==> config.mk <==
export PLATFORM = sky130hd
export DESIGN_NAME = dfcm_monitor
export DESIGN_NICKNAME = d
export VERILOG_FILES = /design/src/dfcm_pkg.sv /design/src/dfcm_sync.sv /design/src/dfcm_monitor.sv
export SDC_FILE = /design/constraint.sdc
export NUM_CORES = 1
export LEC_CHECK = 0
export BUFFER_PORTS_ARGS = -buffer_cell sky130_fd_sc_hd__buf_2
export CAP_MARGIN = 20
export CORE_ASPECT_RATIO = 0.6
export CORE_UTILIZATION = 35
export CTS_BUF_LIST = sky130_fd_sc_hd__clkbuf_4
export DETAILED_ROUTE_END_ITERATION = 10
export GPL_ROUTABILITY_DRIVEN = 0
export GPL_TIMING_DRIVEN = 1
export PLACE_DENSITY = 0.56
export SKIP_LAST_GASP = 1
export SYNTH_ARGS = -nofsm -noshare
export SYNTH_HDL_FRONTEND = slang
export SYNTH_SLANG_ARGS = --single-unit
==> constraint.sdc <==
create_clock -name ref_clk_i -period 3.4 [get_ports ref_clk_i]
set_clock_uncertainty 0.05 [all_clocks]
set_input_delay 1.02 -clock ref_clk_i [delete_from_list [all_inputs] [get_ports ref_clk_i]]
set_output_delay 1.02 -clock ref_clk_i [all_outputs]
set_load 0.02 [all_outputs]
==> src/dfcm_pkg.sv <==
// constants and types for the drive fault code monitor
package dfcm_pkg;

  // fault codes shown on the diagnostic indicator
  localparam logic [7:0] CODE_NONE        = 8'h00;
  localparam logic [7:0] CODE_CTL_CHECK2  = 8'h12;
  localparam logic [7:0] CODE_OFF_TRACK   = 8'h13;
  localparam logic [7:0] CODE_UNSAFE      = 8'h14;
  localparam logic [7:0] CODE_PROTECT     = 8'h15;
  localparam logic [7:0] CODE_MULTI_HEAD  = 8'h16;
  localparam logic [7:0] CODE_RTZ_TIMEOUT = 8'h21;
  localparam logic [7:0] CODE_SEEK_TMO    = 8'h22;
  localparam logic [7:0] CODE_NOT_SPEED   = 8'h23;
  localparam logic [7:0] CODE_SEEK_GUARD  = 8'h24;
  localparam logic [7:0] CODE_LIN_GUARD   = 8'h25;
  localparam logic [7:0] CODE_ILLEGAL_CYL = 8'h27;
  localparam logic [7:0] CODE_OVERSHOOT   = 8'h2B;

  // cylinder limit and off-track threshold (fine position in volts, unsigned magnitude)
  localparam logic [9:0] MAX_CYLINDER     = 10'h2E8;   // 744
  localparam int         OFF_TRACK_MV     = 92000;     // 92 V zero-to-peak in mV
  localparam int         FPE_LSB_MV       = 1000;      // one lsb of sampled error = 1 V
  localparam logic [7:0] OFF_TRACK_LSB    = 8'(OFF_TRACK_MV / FPE_LSB_MV);

  // timing
  localparam longint CLK_HZ               = 125000000;
  localparam longint RTZ_TIMEOUT_MS       = 2000;
  localparam longint SEEK_TIMEOUT_MS      = 200;
  localparam longint RTZ_TIMEOUT_CYC      = RTZ_TIMEOUT_MS * CLK_HZ / 1000;
  localparam longint SEEK_TIMEOUT_CYC     = SEEK_TIMEOUT_MS * CLK_HZ / 1000;

  // register offsets
  localparam logic [3:0] REG_CONTROL      = 4'h0;
  localparam logic [3:0] REG_CODE         = 4'h1;
  localparam logic [3:0] REG_STATUS       = 4'h2;
  localparam logic [3:0] REG_CLEAR        = 4'h3;
  localparam logic [3:0] REG_ENABLE       = 4'h4;
  localparam logic [3:0] REG_CYLINDER     = 4'h5;

  // reset values
  localparam logic [7:0] CONTROL_RESET    = 8'h00;
  localparam logic [7:0] ENABLE_RESET     = 8'h00;

  // status bit positions
  localparam int ST_DEV_CHECK             = 0;
  localparam int ST_SEEK_ERR              = 1;

  // positioner activity
  typedef enum logic [2:0] {
    DFCM_IDLE = 3'b001,
    DFCM_SEEK = 3'b010,
    DFCM_RTZ  = 3'b100
  } dfcm_pos_type;

endpackage : dfcm_pkg

==> src/dfcm_sync.sv <==
// two flip-flop synchroniser for a bundle of pin levels
module dfcm_sync #(
  parameter int W = 8
) (
  input  wire logic         ref_clk_i,
  input  wire logic         nrst_i,
  input  wire logic [W-1:0] async_i,
  output logic      [W-1:0] sync_o
);
  logic [W-1:0] meta_reg;   // first stage, read only by the second

  // plain two-stage crossing
  always_ff @(posedge ref_clk_i or negedge nrst_i) begin
    if (!nrst_i) begin
      meta_reg <= '0;
      sync_o   <= '0;
    end else begin
      meta_reg <= async_i;
      sync_o   <= meta_reg;
    end
  end
endmodule // dfcm_sync

==> src/dfcm_monitor.sv <==
// fault detection and fault code reporting for the drive
// What this block does
// - illegal read/write order gives code 12
// - off-track beyond 92 V in write: 13
// - write driver fault gives code 14
// - write while protected refused, code 15
// - multiple heads during write gives 16
// - return to zero over 2 s: 21
// - seek over 200 ms gives 22
// - overshoot onto wrong cylinder in linear mode gives 2B
// - seek without speed good gives 23
// - guard band during seek gives 24
// - guard band in linear mode: 25
// - cylinder address above 744 gives 27
// - write during read or offset: 12
// - indicator outputs show fault group
// - seek not ended in time: 22
module dfcm_monitor #(
  parameter longint RTZ_CYC  = dfcm_pkg::RTZ_TIMEOUT_CYC,
  parameter longint SEEK_CYC = dfcm_pkg::SEEK_TIMEOUT_CYC
) (
  input  wire logic        ref_clk_i,
  input  wire logic        nrst_i,
  // commands from the controller (same clock domain, one-cycle pulses)
  input  wire logic        seek_cmd_i,
  input  wire logic        rtz_cmd_i,
  input  wire logic        read_cmd_i,
  input  wire logic        write_cmd_i,
  input  wire logic [9:0]  cylinder_address_register_i,
  // drive status pins, asynchronous
  input  wire logic        write_active_i,
  input  wire logic        read_active_i,
  input  wire logic        offset_active_i,
  input  wire logic        ready_i,
  input  wire logic        on_cylinder_i,
  input  wire logic        write_unsafe_i,
  input  wire logic        file_protect_i,
  input  wire logic        multi_head_i,
  input  wire logic        speed_good_i,
  input  wire logic        guard_band_i,
  input  wire logic        linear_mode_i,
  input  wire logic        seek_done_i,
  input  wire logic        overshoot_i,
  // fine position error magnitude sample, same domain, volts
  input  wire logic [7:0]  fine_position_error_i,
  // register port
  input  wire logic [3:0]  addr_i,
  input  wire logic [7:0]  wdata_i,
  input  wire logic        wr_i,
  input  wire logic        rd_i,
  output logic      [7:0]  rdata_o,
  // results
  output logic      [7:0]  fault_code_o,
  output logic             device_check_status_o,
  output logic             seek_error_status_o,
  output logic             write_refused_o,
  output logic             irq_o
);

  // ---------------------------------------------------------------
  // pin crossing
  // ---------------------------------------------------------------
  logic [12:0] pins_raw;
  logic [12:0] pins_s;

  assign pins_raw = {write_active_i, read_active_i, offset_active_i, ready_i,
                     on_cylinder_i, write_unsafe_i, file_protect_i, multi_head_i,
                     speed_good_i, guard_band_i, linear_mode_i, seek_done_i,
                     overshoot_i};

  dfcm_sync #(.W(13)) u_sync (
    .ref_clk_i (ref_clk_i),
    .nrst_i    (nrst_i),
    .async_i   (pins_raw),
    .sync_o    (pins_s)
  );

  wire wr_act  = pins_s[12];  // write operation in progress
  wire rd_act  = pins_s[11];  // read operation in progress
  wire ofs_act = pins_s[10];  // offset applied
  wire rdy     = pins_s[9];
  wire on_cyl  = pins_s[8];
  wire unsafe  = pins_s[7];
  wire protect = pins_s[6];
  wire multi   = pins_s[5];
  wire spd_ok  = pins_s[4];
  wire guard   = pins_s[3];
  wire linear  = pins_s[2];
  wire done    = pins_s[1];
  wire ovs     = pins_s[0];

  // ---------------------------------------------------------------
  // registers
  // ---------------------------------------------------------------
  logic [7:0]          code_reg;     // latched first fault code
  logic [7:0]          code_next;
  logic [1:0]          status_reg;   // sticky device check / seek error
  logic [1:0]          status_next;
  logic [1:0]          enable_reg;   // interrupt enables
  logic [7:0]          control_reg;  // bit0: code clear strobe, bit1: cyl check mask
  logic [7:0]          rdata_reg;
  dfcm_pkg::dfcm_pos_type pos_reg;   // positioner activity
  dfcm_pkg::dfcm_pos_type pos_next;
  logic [31:0]         timer_reg;    // seek / rtz elapsed cycles
  logic [31:0]         timer_next;
  logic                seek_err_reg; // seek error condition blocks read/write

  // ---------------------------------------------------------------
  // decode of the register port
  // ---------------------------------------------------------------
  wire wr_control = wr_i && (addr_i == dfcm_pkg::REG_CONTROL);
  wire wr_clear   = wr_i && (addr_i == dfcm_pkg::REG_CLEAR);
  wire wr_enable  = wr_i && (addr_i == dfcm_pkg::REG_ENABLE);
  // writing bit 0 of control drops the held code so a new one can be caught
  wire code_clear = wr_control && wdata_i[0];
  wire cyl_check  = !control_reg[1];   // set bit 1 to mask the cylinder check

  // read mux; unmapped offsets read zero
  logic [7:0] rd_mux;
  assign rd_mux = (addr_i == dfcm_pkg::REG_CONTROL)  ? control_reg :
                  (addr_i == dfcm_pkg::REG_CODE)     ? code_reg :
                  (addr_i == dfcm_pkg::REG_STATUS)   ? {6'h00, status_reg} :
                  (addr_i == dfcm_pkg::REG_ENABLE)   ? {6'h00, enable_reg} :
                  (addr_i == dfcm_pkg::REG_CYLINDER) ? cylinder_address_register_i[7:0] :
                  8'h00;

  // ---------------------------------------------------------------
  // fault detection
  // ---------------------------------------------------------------
  // a read or write is illegal under seek error, not ready or off cylinder
  wire rw_cmd      = read_cmd_i || write_cmd_i;
  wire rw_bad_st   = seek_err_reg || !rdy || !on_cyl;
  wire det_ctl12   = (rw_cmd && rw_bad_st) ||
                     (write_cmd_i && (rd_act || ofs_act));
  wire det_offtrk  = wr_act && (fine_position_error_i > dfcm_pkg::OFF_TRACK_LSB);
  wire det_unsafe  = wr_act && unsafe;
  wire det_protect = write_cmd_i && protect;
  wire det_multi   = wr_act && multi;
  wire timer_full  = (pos_reg == dfcm_pkg::DFCM_RTZ) ? (64'(timer_reg) >= RTZ_CYC - 1) :
                                             (64'(timer_reg) >= SEEK_CYC - 1);
  wire det_rtz_to  = (pos_reg == dfcm_pkg::DFCM_RTZ) && !done && timer_full;
  wire det_seek_to = (pos_reg == dfcm_pkg::DFCM_SEEK) && !done && timer_full;
  wire det_ovs     = linear && ovs;
  wire det_nspd    = seek_cmd_i && !spd_ok;
  wire det_sgb     = (pos_reg != dfcm_pkg::DFCM_IDLE) && guard;
  wire det_lgb     = (pos_reg == dfcm_pkg::DFCM_IDLE) && linear && guard;
  wire det_cyl     = cyl_check &&
                     (cylinder_address_register_i > dfcm_pkg::MAX_CYLINDER);

  // priority: device checks before seek errors, lower code first except overshoot 2B ahead of 23, 24, 25 and 27
  logic [7:0] new_code;
  assign new_code = det_ctl12   ? dfcm_pkg::CODE_CTL_CHECK2  :
                    det_offtrk  ? dfcm_pkg::CODE_OFF_TRACK   :
                    det_unsafe  ? dfcm_pkg::CODE_UNSAFE      :
                    det_protect ? dfcm_pkg::CODE_PROTECT     :
                    det_multi   ? dfcm_pkg::CODE_MULTI_HEAD  :
                    det_rtz_to  ? dfcm_pkg::CODE_RTZ_TIMEOUT :
                    det_seek_to ? dfcm_pkg::CODE_SEEK_TMO    :
                    det_ovs     ? dfcm_pkg::CODE_OVERSHOOT   :
                    det_nspd    ? dfcm_pkg::CODE_NOT_SPEED   :
                    det_sgb     ? dfcm_pkg::CODE_SEEK_GUARD  :
                    det_lgb     ? dfcm_pkg::CODE_LIN_GUARD   :
                    det_cyl     ? dfcm_pkg::CODE_ILLEGAL_CYL :
                    dfcm_pkg::CODE_NONE;

  // a code with high nibble 1 is a device check, 2 a seek error
  function automatic logic [1:0] code_group(input logic [7:0] c);
    code_group = {c[7:4] == 4'h2, c[7:4] == 4'h1};
  endfunction

  // group of the next and of the held code; a function result cannot be indexed directly
  logic [1:0] grp_next;
  logic [1:0] grp_held;
  assign grp_next = code_group(code_next);
  assign grp_held = code_group(code_reg);

  // first fault wins; a fault in the clear cycle is caught, not lost
  always_comb begin
    code_next = code_reg;
    if (code_clear) begin
      code_next = new_code;
    end else if (code_reg == dfcm_pkg::CODE_NONE) begin
      code_next = new_code;
    end
  end

  // sticky status: set beats clear
  assign status_next = (status_reg & ~(wr_clear ? wdata_i[1:0] : 2'b00)) |
                       code_group(new_code);

  // ---------------------------------------------------------------
  // positioner tracking and timeout counter
  // ---------------------------------------------------------------
  always_comb begin
    pos_next   = pos_reg;
    timer_next = timer_reg + 32'h00000001;
    case (pos_reg)
      dfcm_pkg::DFCM_IDLE: begin
        timer_next = 32'h00000000;
        // a refused seek never starts moving
        if (rtz_cmd_i) begin
          pos_next = dfcm_pkg::DFCM_RTZ;
        end else if (seek_cmd_i && spd_ok) begin
          pos_next = dfcm_pkg::DFCM_SEEK;
        end
      end
      dfcm_pkg::DFCM_SEEK, dfcm_pkg::DFCM_RTZ: begin
        // end on completion or in the same cycle as the timeout is reported
        if (done || timer_full) begin
          pos_next   = dfcm_pkg::DFCM_IDLE;
          timer_next = 32'h00000000;
        end
      end
      default: begin
        pos_next   = dfcm_pkg::DFCM_IDLE;
        timer_next = 32'h00000000;
      end
    endcase
  end

  // ---------------------------------------------------------------
  // state update
  // ---------------------------------------------------------------
  always_ff @(posedge ref_clk_i or negedge nrst_i) begin
    if (!nrst_i) begin
      pos_reg   <= dfcm_pkg::DFCM_IDLE;
      timer_reg <= 32'h00000000;
    end else begin
      pos_reg   <= pos_next;
      timer_reg <= timer_next;
    end
  end

  // fault code and status
  always_ff @(posedge ref_clk_i or negedge nrst_i) begin
    if (!nrst_i) begin
      code_reg     <= dfcm_pkg::CODE_NONE;
      status_reg   <= 2'b00;
      seek_err_reg <= 1'b0;
    end else begin
      code_reg     <= code_next;
      status_reg   <= status_next;
      // seek error lingers until the held code is cleared
      seek_err_reg <= grp_next[1];
    end
  end

  // software registers; the clear bit is a strobe and does not stay set
  always_ff @(posedge ref_clk_i or negedge nrst_i) begin
    if (!nrst_i) begin
      control_reg <= dfcm_pkg::CONTROL_RESET;
      enable_reg  <= dfcm_pkg::ENABLE_RESET[1:0];
      rdata_reg   <= 8'h00;
    end else begin
      if (wr_control) begin
        control_reg <= {wdata_i[7:1], 1'b0};
      end
      if (wr_enable) begin
        enable_reg <= wdata_i[1:0];
      end
      rdata_reg <= rd_i ? rd_mux : 8'h00;
    end
  end

  // ---------------------------------------------------------------
  // outputs
  // ---------------------------------------------------------------
  assign rdata_o               = rdata_reg;
  assign fault_code_o          = code_reg;
  assign device_check_status_o = grp_held[0];
  assign seek_error_status_o   = grp_held[1];
  // write is held off while protected; combinational handshake-style flag
  assign write_refused_o       = write_cmd_i && protect;
  assign irq_o                 = |(status_reg & enable_reg);

endmodule // dfcm_monitor

==> results of run 1 <==
==> where the power goes <==
group,internal (mW),switching (mW),leakage [nW]
Clock,0.164,0.403,0.0668
Combinational,0.132,0.189,0.879
Sequential,1.14,0.0691,1.13
==> kinds of logic (layout without fill, tap and decap cells) <==
family          count (synthesis)  after routing  synth area share, %
mux                            11             11                 3.02
flops                          89             89                 55.4
compound gates                 71             71                 12.3
fa+ha+maj                       1              1                0.311
simple gates                  163            163                 20.1
buf+inv                        32            105                 3.08
xor+xnor                       26             26                 5.67
other cells                     1              4               0.0933
==> Yosys cell counts (2+ instances only) <==
master	instances
nor3_1	16
nor2_1	48
xnor2_1	7
or3_1	2
a22oi_1	2
dfrtp_1	88
nand4b_1	2
and4_1	2
a21oi_1	24
o22ai_1	4
mux2_2	9
nand3_1	19
a22o_1	2
nor2b_1	3
a31oi_1	2
o211ai_1	3
buf_2	3
and2_1	6
and3_1	3
nand3b_1	2
a2bb2oi_1	2
mux2i_1	2
nand2_1	32
a211o_1	3
nor4b_1	2
a41oi_1	3
nand4_1	11
nor4_1	5
clkbuf_1	13
o21ai_0	5
o21ai_1	6
nand2b_1	3
inv_1	16
xor2_1	19
==> final timing paths <==
kind / slack [ps] / end / cells past startpoint
max reg2reg: 840 / timer_reg[24] / 6
min in group asynchronous: 480 / timer_reg[3] / 1
min: 320 / u_sync.sync_o[10] / 0
max: 800 / write_refused_o / 4
max in group asynchronous: 2180 / timer_reg[21] / 2
min reg2reg: 320 / u_sync.sync_o[10] / 0
==> worst max-delay path: stages <==
cell,delay (ps)
buf_2,90
nand2_1,90
inv_1,130
buf_2,190
==> area by class of cell <==
type / count / area [um2] / share of cell area, %
Sequential cell: 89 / 2230 / 47.9
Multi-Input combinational cell: 276 / 1680 / 36.0
Timing Repair Buffer: 73 / 388 / 8.33
Tap cell: 139 / 174 / 3.74
Clock buffer: 9 / 67.6 / 1.45
Clock inverter: 7 / 60.1 / 1.29
Inverter: 16 / 60.1 / 1.29
==> metal layers <==
metal	share of wire [%]	track usage, %
met5	0	0
met4	1.0	5.00
met3	6.4	5.02
met2	40	22.5
met1	53	26.5
==> impl_table.tex, run 1 <==
\begin{tabular}{lr}
\hline
Metric & Value \\
\hline
\multicolumn{2}{l}{\textbf{Outcome}} \\
Run status & finished clean \\
\multicolumn{2}{l}{\textbf{Cells and area}} \\
Area growth from synthesis to layout & 15.8\% \\
Number of inserted filler cells in the final layout & 1048 \\
Number of nets in the layout & 517 \\
ANT cells & 0 \\
Top library cells by usage in the layout, fill and taps aside & dfrtp\_1 (88), buf\_2 (69), nor2\_1 (48), nand2\_1 (32), a21oi\_1 (24) \\
Layout cells sized above 1 & 22.3\% \\
Post-layout instance area & 4660 um2 \\
Number of non-filler instances in the completed layout & 609 \\
Number of flip-flops in the largest register & 32 \\
Most common cell after layout, fill and taps aside & dfrtp\_1 \\
Utilization of the core after routing & 42.9\% \\
\multicolumn{2}{l}{\textbf{Global route}} \\
Total global routing overflow & 0 \\
Largest net degree at the start of global routing & 48 \\
GR Util All Layers & 17.1\% \\
Number of global-route vias before repair & 3061 \\
Initial antenna violation count & 0 \\
Global-route wire length before repair & 15600 um \\
\multicolumn{2}{l}{\textbf{Synthesis}} \\
Post-synth design cell area & 4020 um2 \\
Top flip-flop cell by instance count after synthesis & dfrtp\_1 \\
FF+latch count, synth & 89 \\
Fraction of synthesis flops using an asynchronous set or reset pin & 100\% \\
Mapped Avg Cell Area & 10.2 um2 \\
Largest cells by area after synthesis & dfrtp\_1 (55\%), nor2\_1 (4.5\%), xor2\_1 (4.1\%) \\
Cells after synthesis & 394 \\
Yosys warnings & 0 \\
Cell type with the largest total area after synthesis & dfrtp\_1 \\
Top-area cell type share of the netlist area & 54.8\% \\
Library cells used by synthesis & 59 \\
Number of enable-type register cells in the synthesized netlist & 0 \\
Post-synthesis sequential area ratio & 55.4\% \\
\multicolumn{2}{l}{\textbf{Detailed routing}} \\
Detailed router's first-iteration violation count & 287 \\
Detailed Routing Iterations Pass 1 & 4 \\
Total vias in the final route & 3116 \\
Wire length per cell & 15.2 um \\
Sum of routed wire length over all layers & 9280 um \\
Antenna-violating nets left & 0 \\
Number of vias per cell after detailed routing & 5.12 \\
DRC Markers & 0 \\
\multicolumn{2}{l}{\textbf{Clock network}} \\
Clock-pin transition on the worst setup and hold timing paths & 140 ps \\
Number of levels in the clock H-tree & 3 \\
CTS sink cnt & 89 \\
Number of CTS-inserted buffers & 9 \\
Post-CTS sizing & 0 \\
Hold buffers post-CTS & 0 \\
Clock latency reported for the late side of the worst-skew pair & 460 ps \\
Root buf cell & clkbuf\_4 \\
Post-CTS setup buffers & 0 \\
CTS tree & yes \\
Maximum buffer depth of the clock tree & 2 \\
\multicolumn{2}{l}{\textbf{Job}} \\
Total of max-cap violations & 0 \\
\multicolumn{2}{l}{\textbf{STA}} \\
Setup TNS & 0 ps \\
Setup repair after global routing missed its margin & no \\
Final period util & 76.6\% \\
Max Clock Freq & 0.384 GHz \\
Worst Tran Pin Value & 919 ps \\
Tmin final & 2600 ps \\
Relative slew slack & 38.3\% \\
Number of setup violations in the final report & 0 \\
Hold WS & 316 ps \\
Pins Over Slew Limit & 0 \\
Number of hold violations in the final report & 0 \\
Least setup slack across all paths after layout & 797 ps \\
\multicolumn{2}{l}{\textbf{Placed design}} \\
Detailed-placement wirelength estimate & 6920 um \\
Post-Place Worst Slack & 770 ps \\
Number of input and output port buffers inserted & 70 \\
Cell Count Post-Placement & 593 \\
Placed inst area & 4530 um2 \\
\multicolumn{2}{l}{\textbf{Die}} \\
Effective utilization at floorplan & 37.0\% \\
Floorplan die width & 140 um \\
Die Y-Extent & 85 um \\
Total die area & 11900 um2 \\
IO Pins & 71 \\
Number of core rows & 29 \\
Core box area & 10800 um2 \\
\multicolumn{2}{l}{\textbf{Power}} \\
Leakage power & 2.07 nW \\
Ratio of total power to cell area & 450 nW/um2 \\
Peak supply drop & 208 uV \\
Power consumption & 2.10 mW \\
\multicolumn{2}{l}{\textbf{Critical path}} \\
Element type at the critical path end & output pin \\
Launching instance or port of the critical path & write\_cmd\_i \\
Maximum net fanout on the critical path & 4 \\
Category of the most critical setup path & input port to output pin \\
Data arrival, critical path & 1530 ps \\
Critical path launch point type & input port \\
Required time at the endpoint of the critical path & 2330 ps \\
Critical R2R Launch & timer\_reg[10] \\
\multicolumn{2}{l}{\textbf{Hold path}} \\
Worst Hold Launch & u\_sync.meta\_reg[10] \\
Hold WC Path Type & flop to flop \\
\hline
\end{tabular}
Power figures use the tool's default switching activity.
==> run 2: changes to the inputs <==
==> constraint.sdc (replaced) <==
create_clock -name ref_clk_i -period 2.5 [get_ports ref_clk_i]
set_clock_uncertainty 0.05 [all_clocks]
set_input_delay 0.75 -clock ref_clk_i [delete_from_list [all_inputs] [get_ports ref_clk_i]]
set_output_delay 0.75 -clock ref_clk_i [all_outputs]
set_load 0.02 [all_outputs]
==> run 2 against run 1 <==
  * Sequential power increased by 36%
  * Final area up 2.7%
  * Utilization is 1.2 points higher
  * Non-clock buffer count is 14 higher
  * Worst hold slack got worse by 210 ps
  * Worst setup slack lost 690 ps
  * Total power increased by 38%
  * Sequential cell count stayed put
  * Sequential share of layout area shrank 1.3 points
  * Die area stayed put
  * Critical path type is now flop to flop
==> impl_table.tex, run 2 (synthesis gave the netlist of run 1 again) <==
\begin{tabular}{lr}
\hline
Metric & Value \\
\hline
\multicolumn{2}{l}{\textbf{Outcome}} \\
Run status & finished clean \\
\multicolumn{2}{l}{\textbf{Cells and area}} \\
Number of flip-flops in the largest register & 32 (unchanged) \\
Area growth from synthesis to layout & 19.0\% \\
Layout cells sized above 1 & 24.6\% (+2.2 points) \\
Most common cell after layout, fill and taps aside & dfrtp\_1 \\
Utilization of the core after routing & 44.1\% (+1.2 points) \\
Post-layout instance area & 4780 um2 (+2.7\%) \\
ANT cells & 0 (unchanged) \\
Multi-input gate area & 1680 um2 (unchanged) \\
Top library cells by usage in the layout, fill and taps aside & dfrtp\_1 (88), buf\_2 (69), nor2\_1 (48), nand2\_1 (32), a21oi\_1 (24) \\
Number of nets in the layout & 531 (+2.7\%) \\
Register area & 2230 um2 (unchanged) \\
Number of inserted filler cells in the final layout & 1066 (+1.7\%) \\
Number of non-filler instances in the completed layout & 623 (+2.3\%) \\
\multicolumn{2}{l}{\textbf{Detailed routing}} \\
Detailed Routing Iterations Pass 1 & 6 (+2) \\
Antenna-violating nets left & 0 (unchanged) \\
Sum of routed wire length over all layers & 9490 um (+2.3\%) \\
Wire length per cell & 15.2 um (about the same) \\
DRC Markers & 0 (unchanged) \\
Total vias in the final route & 3213 (+3.1\%) \\
Detailed router's first-iteration violation count & 306 (+6.6\%) \\
Number of vias per cell after detailed routing & 5.16 (+0.80\%) \\
\multicolumn{2}{l}{\textbf{STA}} \\
Least setup slack across all paths after layout & 107 ps (-690 ps) \\
Tmin final & 2390 ps \\
Hold WS & 110 ps (-206 ps) \\
Worst Tran Pin Value & 548 ps (-370 ps) \\
Setup repair after global routing missed its margin & no \\
Max Clock Freq & 0.418 GHz \\
Setup TNS & 0 ps (unchanged) \\
Final period util & 95.7\% \\
Pins Over Slew Limit & 0 (unchanged) \\
Number of setup violations in the final report & 0 (unchanged) \\
Relative slew slack & 62.5\% (+24 points) \\
Number of hold violations in the final report & 0 (unchanged) \\
\multicolumn{2}{l}{\textbf{Global route}} \\
Global-route wire length before repair & 15400 um (-1.7\%) \\
Largest net degree at the start of global routing & 66 (+38\%) \\
Total global routing overflow & 0 (unchanged) \\
Number of global-route vias before repair & 2967 (-3.1\%) \\
Initial antenna violation count & 0 (unchanged) \\
GR Util All Layers & 16.8\% (-0.25 points) \\
\multicolumn{2}{l}{\textbf{Clock network}} \\
Root buf cell & clkbuf\_4 \\
Hold buffers post-CTS & 0 (unchanged) \\
CTS tree & yes \\
Clock latency reported for the late side of the worst-skew pair & 460 ps (about the same) \\
Number of CTS-inserted buffers & 9 (unchanged) \\
Number of levels in the clock H-tree & 3 (unchanged) \\
Post-CTS sizing & 0 (unchanged) \\
Clock-pin transition on the worst setup and hold timing paths & 160 ps (+20 ps) \\
Post-CTS setup buffers & 0 (unchanged) \\
CTS sink cnt & 89 (unchanged) \\
Maximum buffer depth of the clock tree & 2 (unchanged) \\
\multicolumn{2}{l}{\textbf{Critical path}} \\
Max stage delay cell, worst path & or4\_1 \\
Endpoint of the worst-slack reg-to-reg timing path & status\_reg[1] \\
Category of the most critical setup path & flop to flop \\
Critical Path, Cell by Cell & or4\_1 -> a2111o\_1 -> a221oi\_4 -> nor2b\_1 -> a211oi\_2 -> o21ai\_1 \\
Element type at the critical path end & flop \\
Required time at the endpoint of the critical path & 2800 ps (+470 ps) \\
Data arrival, critical path & 2690 ps (+1160 ps) \\
Worst R2R Setup Slack & 110 ps (-730 ps) \\
Cell class contributing the biggest share of worst-path delay & compound AO/OA/AOI/OAI gates \\
Crit path buffers/inverters & 0 (-3) \\
Maximum single-stage delay on the critical path & 530 ps (+340 ps) \\
Critical R2R Launch & timer\_reg[10] \\
Maximum net fanout on the critical path & 5 (+1) \\
Cell count of the worst reg-to-reg path & 6 (unchanged) \\
Critical path launch point type & flop \\
\multicolumn{2}{l}{\textbf{Die}} \\
IO Pins & 71 (unchanged) \\
Die Y-Extent & 85 um (unchanged) \\
Floorplan die width & 140 um (unchanged) \\
Number of core rows & 29 (unchanged) \\
Core box area & 10800 um2 (unchanged) \\
Total die area & 11900 um2 (unchanged) \\
Effective utilization at floorplan & 37.0\% (unchanged) \\
\multicolumn{2}{l}{\textbf{Placed design}} \\
Number of input and output port buffers inserted & 70 (unchanged) \\
Detailed-placement wirelength estimate & 7080 um (+2.3\%) \\
Cell Count Post-Placement & 607 (+2.4\%) \\
Placed inst area & 4650 um2 (+2.6\%) \\
Post-Place Worst Slack & 140 ps (-630 ps) \\
\multicolumn{2}{l}{\textbf{Power}} \\
Ratio of total power to cell area & 603 nW/um2 (+34\%) \\
Peak supply drop & 244 uV (+17\%) \\
Power consumption & 2.89 mW (+38\%) \\
Leakage power & 2.16 nW (+4.1\%) \\
\multicolumn{2}{l}{\textbf{Hold path}} \\
Hold WC Path Type & input port to async pin \\
\multicolumn{2}{l}{\textbf{Job}} \\
Total of max-cap violations & 0 (unchanged) \\
\hline
\end{tabular}
## run 2: changes by cell type in the layout (fill, tap and decap cells not counted), sizes merged
| cell | before | now |
|---|---|---|
| inv | 20 | 21 |
| clkinvlp | 2 | 1 |
| buf | 73 | 87 |
## run 2: worst max path at each step
| stage | cells past startpoint | to | start |
|---|---|---|---|
| 3_5_place_dp | 6 | status_reg[1] | timer_reg[10] |
| 2_1_floorplan | 6 | seek_err_reg | timer_reg[10] |
| 3_3_place_gp | 6 | status_reg[1] | timer_reg[10] |
| 6_report | 6 | status_reg[1] | timer_reg[10] |
| 4_1_cts | 6 | status_reg[1] | timer_reg[10] |
| 5_1_grt | 6 | status_reg[1] | timer_reg[10] |
## run 2: area by class of cell
cell class              count  area share [%]
flip-flops and latches     89            46.6
repair buffers             87            10.6
inverters                  16            1.26
clock buffers               9            1.41
clock inverters             7            1.46
multi-input cells         276            35.1
well taps                 139            3.64
## run 2: per-layer routing
| layer | share of wire, % | up-vias | GRT usage, % |
|---|---|---|---|
| li1 | - | 1564 | - |
| met1 | 55 | 1531 | 26.8 |
| met2 | 38 | 109 | 21.5 |
| met3 | 6.6 | 9 | 4.68 |
| met4 | 1.1 | 0 | 4.80 |
| met5 | 0 | - | 0 |
## run 2: power by group
part / switching [mW] / internal, mW
Sequential: 0.0980 / 1.55
Clock: 0.560 / 0.234
Combinational: 0.259 / 0.186
Total: 0.917 / 1.97
